--- src/hw/tccg_pkg.sv ---
// Package for the capture/compare/gated timer: offsets, fields, reset values, modes
package tccg_pkg;

    // ------------------------------------------------------------------
    // Register byte offsets
    // ------------------------------------------------------------------
    localparam logic [7:0] OFS_COUNT_HI   = 8'h00;
    localparam logic [7:0] OFS_COUNT_LO   = 8'h04;
    localparam logic [7:0] OFS_RELOAD_HI  = 8'h08;
    localparam logic [7:0] OFS_RELOAD_LO  = 8'h0C;
    localparam logic [7:0] OFS_CAPT_HI    = 8'h10;
    localparam logic [7:0] OFS_CAPT_LO    = 8'h14;
    localparam logic [7:0] OFS_CTL0       = 8'h18;
    localparam logic [7:0] OFS_CTL1       = 8'h1C;
    localparam logic [7:0] OFS_STATUS     = 8'h20;

    // ------------------------------------------------------------------
    // Control field positions
    // ------------------------------------------------------------------
    // ctl0: [7] mode_select_msb, [6:5] irq_source_select, [0] capture_cause_flag (RO)
    localparam int CTL0_MODE_MSB = 7;
    localparam int CTL0_IRQ_HI   = 6;
    localparam int CTL0_IRQ_LO   = 5;
    localparam int CTL0_CAUSE    = 0;
    // timer_control_one: [7] enable, [6] polarity, [5:3] prescale, [2:0] mode low
    localparam int CTL1_EN       = 7;
    localparam int CTL1_POL      = 6;
    localparam int CTL1_PRE_HI   = 5;
    localparam int CTL1_PRE_LO   = 3;
    localparam int CTL1_MODE_HI  = 2;
    // status: [0] timer output, [1] interrupt, [2] capture/compare started (first edge seen)
    localparam int ST_OUT        = 0;
    localparam int ST_IRQ        = 1;
    localparam int ST_RUN        = 2;

    // ------------------------------------------------------------------
    // Reset and restart values
    // ------------------------------------------------------------------
    localparam logic [15:0] COUNT_RESET  = 16'h0001;
    localparam logic [15:0] COUNT_RELOAD = 16'h0001;
    localparam logic [15:0] RELOAD_RESET = 16'hFFFF;
    localparam logic [15:0] CAPT_RESET   = 16'h0000;
    localparam logic [7:0]  CTL_RESET    = 8'h00;

    // Four-bit mode codes {mode_select_msb, mode low}
    localparam logic [3:0] MODE_COMPARE   = 4'h5;
    localparam logic [3:0] MODE_GATED     = 4'h6;
    localparam logic [3:0] MODE_CAPCMP    = 4'h7;
    localparam logic [3:0] MODE_CAPRST    = 4'h9;

    // irq_source_select codes
    localparam logic [1:0] IRQ_INPUT_ONLY  = 2'h2;
    localparam logic [1:0] IRQ_RELOAD_ONLY = 2'h3;

    typedef enum logic [3:0] {
        TCCG_COMPARE, TCCG_GATED, TCCG_CAPCMP, TCCG_CAPRST, TCCG_OTHER
    } tccg_mode_t;

    typedef struct packed {
        logic       input_evt;
        logic       reload_evt;
        logic       capture;
        logic       toggle;
    } tccg_evt_t;

endpackage

--- src/hw/tccg_timer.sv ---
// Capture/compare/gated 16-bit timer with APB register slave
`timescale 1ns/100ps
`default_nettype none
module tccg_timer (
    // Clock and reset
    input  wire logic        clk,
    input  wire logic        reset_n,
    // APB slave
    input  wire logic        psel,
    input  wire logic        penable,
    input  wire logic        pwrite,
    input  wire logic [7:0]  paddr,
    input  wire logic [31:0] pwdata,
    output logic      [31:0] prdata,
    output logic             pready,
    output logic             pslverr,
    // Timer pins
    input  wire logic        timer_in,
    output logic             timer_out,
    output logic             timer_irq
);

    // ------------------------------------------------------------------
    // Register state
    // ------------------------------------------------------------------
    logic [15:0] count_q, count_d;
    logic [15:0] reload_q, reload_d;
    logic [7:0]  reload_hold_q, reload_hold_d;
    logic [15:0] capt_q, capt_d;
    logic [7:0]  ctl0_q, ctl0_d;
    logic [7:0]  ctl1_q, ctl1_d;
    logic [7:0]  lo_hold_q, lo_hold_d;
    logic        cause_q, cause_d;
    logic        out_q, out_d;
    logic        irq_q, irq_d;
    logic        in_prev_q, in_prev_d;
    logic        started_q, started_d;
    logic [7:0]  pre_cnt_q, pre_cnt_d;
    logic [31:0] prdata_q, prdata_d;

    logic        enable;
    logic        pol;
    logic        tick;
    logic        in_act;
    logic        edge_sel;
    logic        gate_fall;
    logic        wr_en;
    logic        rd_en;
    logic        known;
    tccg_pkg::tccg_mode_t mode;
    tccg_pkg::tccg_evt_t  evt;

    function automatic tccg_pkg::tccg_mode_t decode_mode(input logic [3:0] code);
        unique case (code)
            tccg_pkg::MODE_COMPARE: decode_mode = tccg_pkg::TCCG_COMPARE;
            tccg_pkg::MODE_GATED:   decode_mode = tccg_pkg::TCCG_GATED;
            tccg_pkg::MODE_CAPCMP:  decode_mode = tccg_pkg::TCCG_CAPCMP;
            tccg_pkg::MODE_CAPRST:  decode_mode = tccg_pkg::TCCG_CAPRST;
            default:                decode_mode = tccg_pkg::TCCG_OTHER;
        endcase
    endfunction

    assign enable   = ctl1_q[tccg_pkg::CTL1_EN];
    assign pol      = ctl1_q[tccg_pkg::CTL1_POL];
    assign mode     = decode_mode({ctl0_q[tccg_pkg::CTL0_MODE_MSB],
                                   ctl1_q[tccg_pkg::CTL1_MODE_HI:0]});
    assign in_act   = (timer_in == pol);
    // Edge of selected polarity: rising when pol=1, falling when pol=0
    assign edge_sel = in_act && (in_prev_q != pol) && enable;
    assign gate_fall = !in_act && (in_prev_q == pol) && enable;
    assign wr_en    = psel && penable && pwrite;
    assign rd_en    = psel && penable && !pwrite;
    assign pready   = 1'b1;
    assign known    = (paddr <= tccg_pkg::OFS_STATUS) && (paddr[1:0] == 2'b00);
    assign pslverr  = psel && penable && !known;
    assign prdata   = prdata_q;
    assign timer_out = out_q;
    assign timer_irq = irq_q;

    // ------------------------------------------------------------------
    // Prescaler: divide by 2^prescale, one-cycle tick
    // ------------------------------------------------------------------
    always_comb begin
        logic [7:0] limit;
        limit = 8'(8'h01 << ctl1_q[tccg_pkg::CTL1_PRE_HI:tccg_pkg::CTL1_PRE_LO]);
        tick      = 1'b0;
        pre_cnt_d = pre_cnt_q;
        if (!enable) begin
            pre_cnt_d = 8'h00;
        end else if (pre_cnt_q >= 8'(limit - 8'h01)) begin
            pre_cnt_d = 8'h00;
            tick      = 1'b1;
        end else begin
            pre_cnt_d = 8'(pre_cnt_q + 8'h01);
        end
    end

    // ------------------------------------------------------------------
    // Timer core
    // ------------------------------------------------------------------
    always_comb begin
        logic [1:0] isel;
        logic       irq_ok_in;
        logic       irq_ok_rl;
        isel       = ctl0_q[tccg_pkg::CTL0_IRQ_HI:tccg_pkg::CTL0_IRQ_LO];
        irq_ok_in  = (isel != tccg_pkg::IRQ_RELOAD_ONLY);
        irq_ok_rl  = (isel != tccg_pkg::IRQ_INPUT_ONLY);
        count_d    = count_q;
        capt_d     = capt_q;
        cause_d    = cause_q;
        out_d      = out_q;
        started_d  = enable ? started_q : 1'b0;
        in_prev_d  = timer_in;
        evt        = '0;
        unique case (mode)
            tccg_pkg::TCCG_CAPRST: begin
                if (edge_sel) begin
                    capt_d  = count_q;
                    count_d = tccg_pkg::COUNT_RELOAD;
                    cause_d = 1'b1;
                    evt.input_evt = 1'b1;
                end else if (tick && count_q == reload_q) begin
                    count_d = tccg_pkg::COUNT_RELOAD;
                    cause_d = 1'b0;
                    evt.reload_evt = 1'b1;
                end else if (tick) begin
                    count_d = 16'(count_q + 16'h0001);
                end
            end
            tccg_pkg::TCCG_COMPARE: begin
                if (tick) begin
                    count_d = 16'(count_q + 16'h0001);
                    if (count_q == reload_q) begin
                        evt.reload_evt = 1'b1;
                        out_d = !out_q;
                    end
                end
            end
            tccg_pkg::TCCG_GATED: begin
                if (gate_fall) begin
                    evt.input_evt = 1'b1;
                end
                if (tick && in_act) begin
                    if (count_q == reload_q) begin
                        count_d = tccg_pkg::COUNT_RELOAD;
                        evt.reload_evt = 1'b1;
                        out_d = !out_q;
                    end else begin
                        count_d = 16'(count_q + 16'h0001);
                    end
                end
            end
            tccg_pkg::TCCG_CAPCMP: begin
                if (edge_sel && !started_q) begin
                    started_d = 1'b1;
                end else if (edge_sel) begin
                    capt_d  = count_q;
                    count_d = tccg_pkg::COUNT_RELOAD;
                    cause_d = 1'b1;
                    evt.input_evt = 1'b1;
                end else if (started_q && tick && count_q == reload_q) begin
                    count_d = tccg_pkg::COUNT_RELOAD;
                    cause_d = 1'b0;
                    evt.reload_evt = 1'b1;
                end else if (started_q && tick) begin
                    count_d = 16'(count_q + 16'h0001);
                end
            end
            default: begin
                if (tick) begin
                    count_d = 16'(count_q + 16'h0001);
                end
            end
        endcase
        // One-cycle interrupt pulse, filtered by source selection
        irq_d = (evt.input_evt && irq_ok_in) || (evt.reload_evt && irq_ok_rl);
        // Software writes override the counter only while it is written
        if (wr_en && paddr == tccg_pkg::OFS_COUNT_HI) begin
            count_d = {pwdata[7:0], count_d[7:0]};
        end
        if (wr_en && paddr == tccg_pkg::OFS_COUNT_LO) begin
            count_d = {count_d[15:8], pwdata[7:0]};
        end
        if (wr_en && paddr == tccg_pkg::OFS_CAPT_HI) begin
            capt_d = {pwdata[7:0], capt_d[7:0]};
        end
        if (wr_en && paddr == tccg_pkg::OFS_CAPT_LO) begin
            capt_d = {capt_d[15:8], pwdata[7:0]};
        end
    end

    // ------------------------------------------------------------------
    // Register writes and reads
    // ------------------------------------------------------------------
    always_comb begin
        reload_d      = reload_q;
        reload_hold_d = reload_hold_q;
        ctl0_d        = ctl0_q;
        ctl1_d        = ctl1_q;
        lo_hold_d     = lo_hold_q;
        prdata_d      = prdata_q;
        if (wr_en) begin
            unique case (paddr)
                // High byte waits so the 16-bit reload updates at once
                tccg_pkg::OFS_RELOAD_HI: reload_hold_d = pwdata[7:0];
                tccg_pkg::OFS_RELOAD_LO: reload_d = {reload_hold_q, pwdata[7:0]};
                tccg_pkg::OFS_CTL0:      ctl0_d = {pwdata[7:5], 5'h00};
                tccg_pkg::OFS_CTL1:      ctl1_d = pwdata[7:0];
                default:                 ;
            endcase
        end
        if (rd_en) begin
            unique case (paddr)
                tccg_pkg::OFS_COUNT_HI: begin
                    prdata_d = {24'h000000, count_q[15:8]};
                    if (enable) begin
                        lo_hold_d = count_q[7:0];
                    end
                end
                tccg_pkg::OFS_COUNT_LO:
                    prdata_d = {24'h000000, enable ? lo_hold_q : count_q[7:0]};
                tccg_pkg::OFS_RELOAD_HI: prdata_d = {24'h000000, reload_q[15:8]};
                tccg_pkg::OFS_RELOAD_LO: prdata_d = {24'h000000, reload_q[7:0]};
                tccg_pkg::OFS_CAPT_HI:   prdata_d = {24'h000000, capt_q[15:8]};
                tccg_pkg::OFS_CAPT_LO:   prdata_d = {24'h000000, capt_q[7:0]};
                tccg_pkg::OFS_CTL0:
                    prdata_d = {24'h000000, ctl0_q[7:1], cause_q};
                tccg_pkg::OFS_CTL1:      prdata_d = {24'h000000, ctl1_q};
                tccg_pkg::OFS_STATUS:
                    prdata_d = {29'h00000000, started_q, irq_q, out_q};
                default:                 prdata_d = 32'h00000000;
            endcase
        end
    end

    // Reads only touch prdata and the low-byte holder, never the counter
    always_ff @(posedge clk or negedge reset_n) begin
        if (!reset_n) begin
            count_q       <= tccg_pkg::COUNT_RESET;
            reload_q      <= tccg_pkg::RELOAD_RESET;
            reload_hold_q <= tccg_pkg::RELOAD_RESET[15:8];
            capt_q        <= tccg_pkg::CAPT_RESET;
            ctl0_q        <= tccg_pkg::CTL_RESET;
            ctl1_q        <= tccg_pkg::CTL_RESET;
            lo_hold_q     <= 8'h00;
            cause_q       <= 1'b0;
            out_q         <= 1'b0;
            irq_q         <= 1'b0;
            in_prev_q     <= 1'b0;
            started_q     <= 1'b0;
            pre_cnt_q     <= 8'h00;
            prdata_q      <= 32'h00000000;
        end else begin
            count_q       <= count_d;
            reload_q      <= reload_d;
            reload_hold_q <= reload_hold_d;
            capt_q        <= capt_d;
            ctl0_q        <= ctl0_d;
            ctl1_q        <= ctl1_d;
            lo_hold_q     <= lo_hold_d;
            cause_q       <= cause_d;
            out_q         <= out_d;
            irq_q         <= irq_d;
            in_prev_q     <= in_prev_d;
            started_q     <= started_d;
            pre_cnt_q     <= pre_cnt_d;
            prdata_q      <= prdata_d;
        end
    end

    // ------------------------------------------------------------------
    // Assertions
    // ------------------------------------------------------------------
    caprst_restart_a: assert property (@(posedge clk) disable iff (!reset_n)
        (mode == tccg_pkg::TCCG_CAPRST && edge_sel && !wr_en)
        |=> (count_q == 16'h0001 && cause_q && capt_q == $past(count_q)))
        else $error("capture restart failed");
    caprst_reload_a: assert property (@(posedge clk) disable iff (!reset_n)
        (mode == tccg_pkg::TCCG_CAPRST && !edge_sel && tick && count_q == reload_q && !wr_en)
        |=> (count_q == 16'h0001 && !cause_q))
        else $error("capture restart reload failed");
    compare_toggle_a: assert property (@(posedge clk) disable iff (!reset_n)
        (mode == tccg_pkg::TCCG_COMPARE && tick && count_q == reload_q && !wr_en)
        |=> (out_q != $past(out_q) && count_q == 16'($past(count_q) + 16'h0001)))
        else $error("compare match failed");
    gated_hold_a: assert property (@(posedge clk) disable iff (!reset_n)
        (mode == tccg_pkg::TCCG_GATED && !in_act && !wr_en) |=> $stable(count_q))
        else $error("gated counted while inactive");
    gated_fall_a: assert property (@(posedge clk) disable iff (!reset_n)
        (mode == tccg_pkg::TCCG_GATED && gate_fall
         && ctl0_q[tccg_pkg::CTL0_IRQ_HI:tccg_pkg::CTL0_IRQ_LO] != tccg_pkg::IRQ_RELOAD_ONLY)
        |=> timer_irq)
        else $error("gate deassert irq missing");
    capcmp_first_a: assert property (@(posedge clk) disable iff (!reset_n)
        (mode == tccg_pkg::TCCG_CAPCMP && edge_sel && !started_q) |=> !timer_irq)
        else $error("first edge raised irq");
    irq_filter_a: assert property (@(posedge clk) disable iff (!reset_n)
        (ctl0_q[tccg_pkg::CTL0_IRQ_HI:tccg_pkg::CTL0_IRQ_LO] == tccg_pkg::IRQ_INPUT_ONLY
         && !evt.input_evt) |=> !timer_irq)
        else $error("filtered irq raised");
    // APB needs a setup cycle, so the low read completes three edges after the high read
    low_hold_a: assert property (@(posedge clk) disable iff (!reset_n)
        (rd_en && paddr == tccg_pkg::OFS_COUNT_HI && enable) ##1
        (!rd_en && enable) [*2] ##1
        (rd_en && paddr == tccg_pkg::OFS_COUNT_LO && enable)
        |=> prdata_q[7:0] == $past(count_q[7:0], 4))
        else $error("held low byte wrong");

endmodule
`default_nettype wire

--- config.mk ---
export PLATFORM = sky130hd
export DESIGN_NAME = tccg_timer
export DESIGN_NICKNAME = d
export VERILOG_FILES = /design/src/hw/tccg_pkg.sv /design/src/hw/tccg_timer.sv
export SDC_FILE = /design/constraint.sdc
export NUM_CORES = 1
export LEC_CHECK = 0
export BUFFER_PORTS_ARGS = -buffer_cell sky130_fd_sc_hd__buf_2
export CORE_AREA = 3 3 157 159
export DETAILED_ROUTE_END_ITERATION = 7
export DIE_AREA = 0 0 160 162
export GPL_ROUTABILITY_DRIVEN = 0
export GPL_TIMING_DRIVEN = 0
export PLACE_DENSITY = 0.45
export SLEW_MARGIN = 20
export SYNTH_ARGS = -nofsm -noshare
export SYNTH_HDL_FRONTEND = slang
export SYNTH_SLANG_ARGS = --single-unit
--- constraint.sdc ---
create_clock -name clk -period 2.75 [get_ports clk]
set_clock_uncertainty 0.15 [all_clocks]
set_input_delay 0.4125 -clock clk [delete_from_list [all_inputs] [get_ports clk]]
set_output_delay 0.4125 -clock clk [all_outputs]
set_load 0.005 [all_outputs]
### After elaboration in Yosys (flattened, before gate mapping)

Cells that the tools add are included.

| word-level totals | value |
|---|---|
| bits in registers | 120 |
| input port bits | 46 |
| output and inout port bits | 36 |
| word-level logic and storage cells | 133 |

| cells by class | value |
|---|---|
| reductions and logical operators | 38 |
| shifts and indexed selects | 1 |
| $add $sub $neg | 3 |
| magnitude comparators | 2 |
| mux-type cells | 49 |
| equality and inequality tests | 26 |

Operators by type and width:

| cell | number |
|---|---|
| 2-to-1 mux 16 bit | 13 |
| one-hot mux 8 bit (9 select lines) | 1 |
| one-hot mux 16 bit (3 select lines) | 1 |
| 2-to-1 mux 8 bit | 5 |
| == test 8 x 5 -> 1 bit, second input constant | 4 |
| one-hot mux 16 bit (2 select lines) | 1 |
| 2-to-1 mux 1 bit | 22 |
| logical AND 1 bit | 20 |
| adder 16 x 1 -> 16 bit, second input constant | 1 |
| == test 16 bit | 1 |
| == test 8 x 4 -> 1 bit, second input constant | 2 |
| == test 4 x 3 -> 1 bit, second input constant | 3 |
| one-hot mux 3 bit (4 select lines) | 1 |
| inequality test 2 bit, second input constant | 5 |
| adder 8 x 1 -> 8 bit, second input constant | 1 |
| == test 4 x 2 -> 1 bit, second input constant | 2 |
| == test 8 x 3 -> 1 bit, second input constant | 1 |
| == test 8 x 6 -> 1 bit, second input constant | 1 |
| >= comparator 8 bit | 1 |
| less-or-equal comparator 8 x 6 -> 1 bit, second input constant | 1 |
| zero test 8 bit | 1 |
| AND reduction 2 bit | 4 |
| << shifter 1 x 3 -> 8 bit, first input constant | 1 |
| subtractor 8 x 1 -> 8 bit, second input constant | 1 |
| 16 further kinds | 25 |

### Longest topological paths before layout

| depth | value |
|---|---|
| depth after elaboration | 13 |
| depth in mapped cells | 13 |
| depth with buffers taken out | 10 |

### Worst setup path before layout

No wires, ideal clock.

| path | value |
|---|---|
| path kind | register to register |
| from | reg ctl1_q[5] |
| to | reg count_q[15] |
| library setup time | 0.120 ns |
| required time | 2.480 ns |
| arrival time | 2.610 ns |
| path buffers | 3 |
| cell stages (with the launch flop) | 13 |
| clock period less this slack | 2.880 ns |
| path slack | -0.130 ns |
| path through | dfrtp_1 clkbuf_1 or3_1 ha_1 nand2b_1 a31oi_1 o221a_2 buf_2 a41oi_4 and2_4 buf_6 a22o_1 a31o_1 |

| between the ends | value |
|---|---|
| word-level cells in the longest chain between the ends | 12 |
| elaborated cells on any way between the ends | 19 |
| those cells by class | 1 x add/sub; 1 x order compare; 1 x shift; 12 x mux; 4 x reduce/logical |

RTL lines:

| element | line | RTL |
|---|---|---|
| from (decl) | tccg_timer.sv:31 | `logic [7:0] ctl1_q, ctl1_d;` |
| from (signal assigned) | tccg_timer.sv:244 | `ctl1_q <= tccg_pkg::CTL_RESET;` |
| from (signal assigned) | tccg_timer.sv:259 | `ctl1_q <= ctl1_d;` |
| << shifter 1 x 3 -> 8 bit * | tccg_timer.sv:85 | `limit = 8'(8'h01 << ctl1_q[tccg_pkg::CTL1_PRE_HI:tccg_pkg::CTL1_PRE_LO]);` |
| subtractor 8 x 1 -> 8 bit * | tccg_timer.sv:90 | `end else if (pre_cnt_q >= 8'(limit - 8'h01)) begin` |
| >= comparator 8 bit * | tccg_timer.sv:90 |  |
| 2-to-1 mux 1 bit * | tccg_timer.sv:90 |  |
| 2-to-1 mux 1 bit * | tccg_timer.sv:88 | `if (!enable) begin` |
| logical AND 1 bit | tccg_timer.sv:161, tccg_timer.sv:165 |  |
| 2-to-1 mux 16 bit / logical AND 1 bit (equally long branches) | tccg_timer.sv:165, tccg_timer.sv:161 |  |
| 2-to-1 mux 16 bit | tccg_timer.sv:161 | `end else if (started_q && tick && count_q == reload_q) begin` |
| 2-to-1 mux 16 bit | tccg_timer.sv:156 | `end else if (edge_sel) begin` |
| 2-to-1 mux 16 bit | tccg_timer.sv:154 | `if (edge_sel && !started_q) begin` |
| one-hot mux 16 bit (3 select lines) * | tccg_timer.sv:115 | `unique case (mode)` |
| 2-to-1 mux 16 bit * | tccg_timer.sv:178 | `if (wr_en && paddr == tccg_pkg::OFS_COUNT_HI) begin` |
| to (signal assigned) | tccg_timer.sv:239 | `count_q <= tccg_pkg::COUNT_RESET;` |
| to (signal assigned) | tccg_timer.sv:254 | `count_q <= count_d;` |
| to (decl) | tccg_timer.sv:26 | `logic [15:0] count_q, count_d;` |

Mark *: on every way between the ends. The rest lies on a longest branch, timed or not.
A chain may end at the register's enable or synchronous reset.

### Final worst setup path

| path | value |
|---|---|
| from | reg ctl1_q[4] |
| to | reg count_q[10] |

Same word-level chain as after synthesis.

==> impl_metrics.tcl <==
set metrics [dict create \
    gr_overflow_total 0 \
    run_status "finished, violations left" \
    min-delay-path-class "input pin to register" \
    synth.mux.area_fraction_pct 14.2 \
    clock_sinks 96 \
    synth-simple-area-share_pct 14.6 \
    irDropWorstVdd_v 0.000287 \
    number_of_synthesized_flops_with_an_enable_pin 0 \
    grt_antenna_before_repair 0 \
    design.die.area_um2 25900 \
    die-height_um 162 \
    drt-total-wl_um 18800 \
    drc 0 \
    yosys.area_share.adder_pct 2.16 \
    path_class "register to register" \
    tritoncts.num_buffers 9 \
    initial_utilization_pct 24.8 \
    grt_util_all_layers_pct 14.7 \
    power_density_nw_per_um2 428 \
    most_common_cell_after_layout_fill_and_taps_aside "dfrtp_1" \
    synth.largest_area_cell "dfrtp_1" \
    path_max_fanout 7 \
    design.core.area_um2 23400 \
    flow.area_growth_from_synthesis_pct 22.6 \
    syn-mean-instance-area_um2 10.1 \
    clock_latency_ns 0.36 \
    post_synth_xor_xnor_area_pct 3.62 \
    synth_top_family_by_area "compound AO/OA/AOI/OAI gates" \
    dr_total_vias 4852 \
    vias_per_cell 4.96 \
    synth_flop_cell "dfrtp_1" \
    dieWidth_um 160 \
    dp.final_hpwl_um 13600 \
    yosysSeqAreaShare_pct 41.9 \
    ctsRootBufferMaster "clkbuf_16" \
    cp_data_required_time_ns 2.88 \
    num_rows 56 \
    final_hold_viol_count 0 \
    post-place-cells 947 \
    yosys.cell_types.count 70 \
    timing_max_transition_violations_final 0 \
    route.detailed.wl_per_inst_um 19.2 \
    max_capacitance_violation_total 0 \
    cts_clk_pin_slew_worst_paths_ns 0.07 \
    rr_worst_depth 10 \
    drt-initial-drc-count 392 \
    grt_max_degree 80 \
    finalWorstPathRequiredPeriod_ns 2.88 \
    finalCritPeriodShare_pct 105 \
    startpoint_kind_of_the_worst_setup_timing_path "register" \
    ys.warnings.count 0 \
    violations "setup timing" \
    synthesis.instances 572 \
    grt_pass1_wl_um 29400 \
    synthesized_area_um2 5810 \
    cts.path.max_buffers 2 \
    timing.hold.worst_path_depth 1 \
    final_cell_mix "dfrtp_1 (68), nor2_1 (44), mux2_2 (44), nand2_1 (38), buf_2 (38)" \
    post-route-worst-setup-slack_ns -0.132 \
    max_slew.worst_pin.slew_ns 0.831 \
    max-slew-margin-rel_pct 44.6 \
    yosys_top_cell_area_share_pct 30.6 \
    drt_pre_antenna_iters 8 \
    rsz_0062_raised_after_global_routing "yes" \
    maximum_clock_rate_mhz 347 \
    htreeDepth 3 \
    synth-seq-cells 96 \
    tritoncts "done" \
    setup_tns_ns -1.24 \
    synth_area_leaders "dfrtp_1 (31%), dfstp_2 (11%), mux2_2 (8.5%), mux2i_1 (5.7%), a21oi_1 (3.5%)" \
    total_design_power_mw 3.05 \
    filler_cell_count 2451 \
    port-buffer-count 31 \
    fin_nets 710 \
    setup.worst_path.end_class "register" \
    leakagePower_nw 3.17 \
    ant_nets 0 \
    timing.final.setup_violations 15 \
    synth_compound_area_share_pct 16.8 \
    layout.cells.non_filler 978 \
    pin_count 82 \
    grt_pass1_vias 4832 \
    drive_gt1_share_pct 32.3 \
    n_antenna_cell 0 \
    asyncSetResetFlopFracSynth_pct 100 \
    timing.critical_path.arrival_ns 3.01 \
]
==> repair_timing <==
action / in CTS / in global routing
hold buffers: 1 / 0
pin swaps: 16 / 11
buffers inserted: 12 / 4
endpoints found under the setup margin: 16 / 36
cloned: 0 / 0
resized for setup: 19 / 28
endpoints found under the hold margin: 17 / 0
==> path summary, 6_finish.rpt <==
kind | slack (ns) | start | to
worst min register to register | 0.35 | prdata[3]$_DFFE_PN0P_ | prdata[3]$_DFFE_PN0P_
max in group asynchronous | 1.44 | reset_n | reload_q[13]$_DFFE_PN1P_
min in group asynchronous | 0.30 | reset_n | pre_cnt_q[7]$_DFF_PN0_
worst max-delay path | -0.13 | ctl1_q[4]$_DFFE_PN0P_ | count_q[10]$_DFFE_PN0P_
worst min-delay path | 0.09 | timer_in | in_prev_q$_DFF_PN0_
worst max register to register | -0.13 | ctl1_q[4]$_DFFE_PN0P_ | count_q[10]$_DFFE_PN0P_
==> layout make-up <==
cell class              instances  area (um2)  share of cell area [%]
well taps                     319         399                    5.61
repair buffers                 49         347                    4.87
clock inverters                 4        33.8                   0.475
inverters                       6        22.5                   0.316
flip-flops and latches         96        2440                    34.2
clock buffers                  12         279                    3.92
multi-input cells             439        3240                    45.6
plain buffers                  53         357                    5.01
==> logic make-up (layout without fill, tap and decap cells) <==
kind of cell             Yosys count  in the layout
multiplexers                      77             77
XOR/XNOR                          24             24
AO/OA/AOI/OAI                    138            138
flip-flops                        96             96
adder cells (fa/ha/maj)           10             10
AND/OR/NAND/NOR                  164            164
buffers and inverters             61            124
other                              2             26
==> routing by layer <==
layer	part of all wire [%]	track usage (%)
met4	2.2	4.93
met3	5.7	2.24
met1	45	19.9
met2	47	24.0
met5	0	0
==> through the flow <==
stage	util, %	worst slack [ns]	hold slack [ns]	cell area [um2]
floorplan	-	-0.0295	-0.0331	5920
global placement	27.6	-0.464	0.336	6470
detailed placement	27.8	-0.495	0.123	6500
CTS	29.9	-0.150	0.0795	6990
global route	30.4	-0.211	0.0963	7120
finish	30.4	-0.132	0.0914	7120
==> critical path, stage by stage (launching register included) <==
cell	delay (ns)
dfrtp_2	0.45
or3_1	0.36
ha_1	0.29
nand2b_4	0.12
a31oi_4	0.08
o211ai_1	0.26
a31oi_4	0.17
a41oi_4	0.34
and2_4	0.26
nand3b_1	0.10
a31oi_1	0.22
==> Yosys cell counts (4+ instances only) <==
| cell | n |
|---|---|
| dfstp_2 | 25 |
| ha_1 | 10 |
| inv_1 | 6 |
| a22o_1 | 12 |
| clkbuf_1 | 10 |
| and3_1 | 13 |
| a221oi_1 | 7 |
| o31ai_1 | 5 |
| dfrtp_1 | 71 |
| nand2b_1 | 4 |
| o22ai_1 | 6 |
| mux2i_1 | 33 |
| buf_2 | 11 |
| a222oi_1 | 5 |
| a21oi_1 | 41 |
| o211ai_1 | 4 |
| a31oi_1 | 11 |
| a21o_1 | 6 |
| nor2_1 | 47 |
| nor4_1 | 5 |
| nand2_1 | 38 |
| nand4_1 | 7 |
| xor2_1 | 23 |
| buf_4 | 26 |
| nor3_1 | 6 |
| nand3_1 | 17 |
| o21ai_0 | 14 |
| mux2_2 | 44 |
| buf_6 | 5 |
==> state kept, by name, indices dropped and copies added, names as in the netlist, 3 cells and up <==
name           flops
capt_q            16
count_q           16
prdata             8
reload_q          16
pre_cnt_q          8
ctl1_q             8
lo_hold_q          8
ctl0_q             3
reload_hold_q      8
==> power breakdown <==
part           internal, mW  total, mW  leakage [nW]  switching, mW
Sequential             1.44       1.46          1.24         0.0235
Clock                 0.733       1.32         0.155          0.586
Combinational         0.103      0.265          1.78          0.162
Total                  2.27       3.05          3.17          0.772
Note: power is estimated with default switching activity, not from simulation.
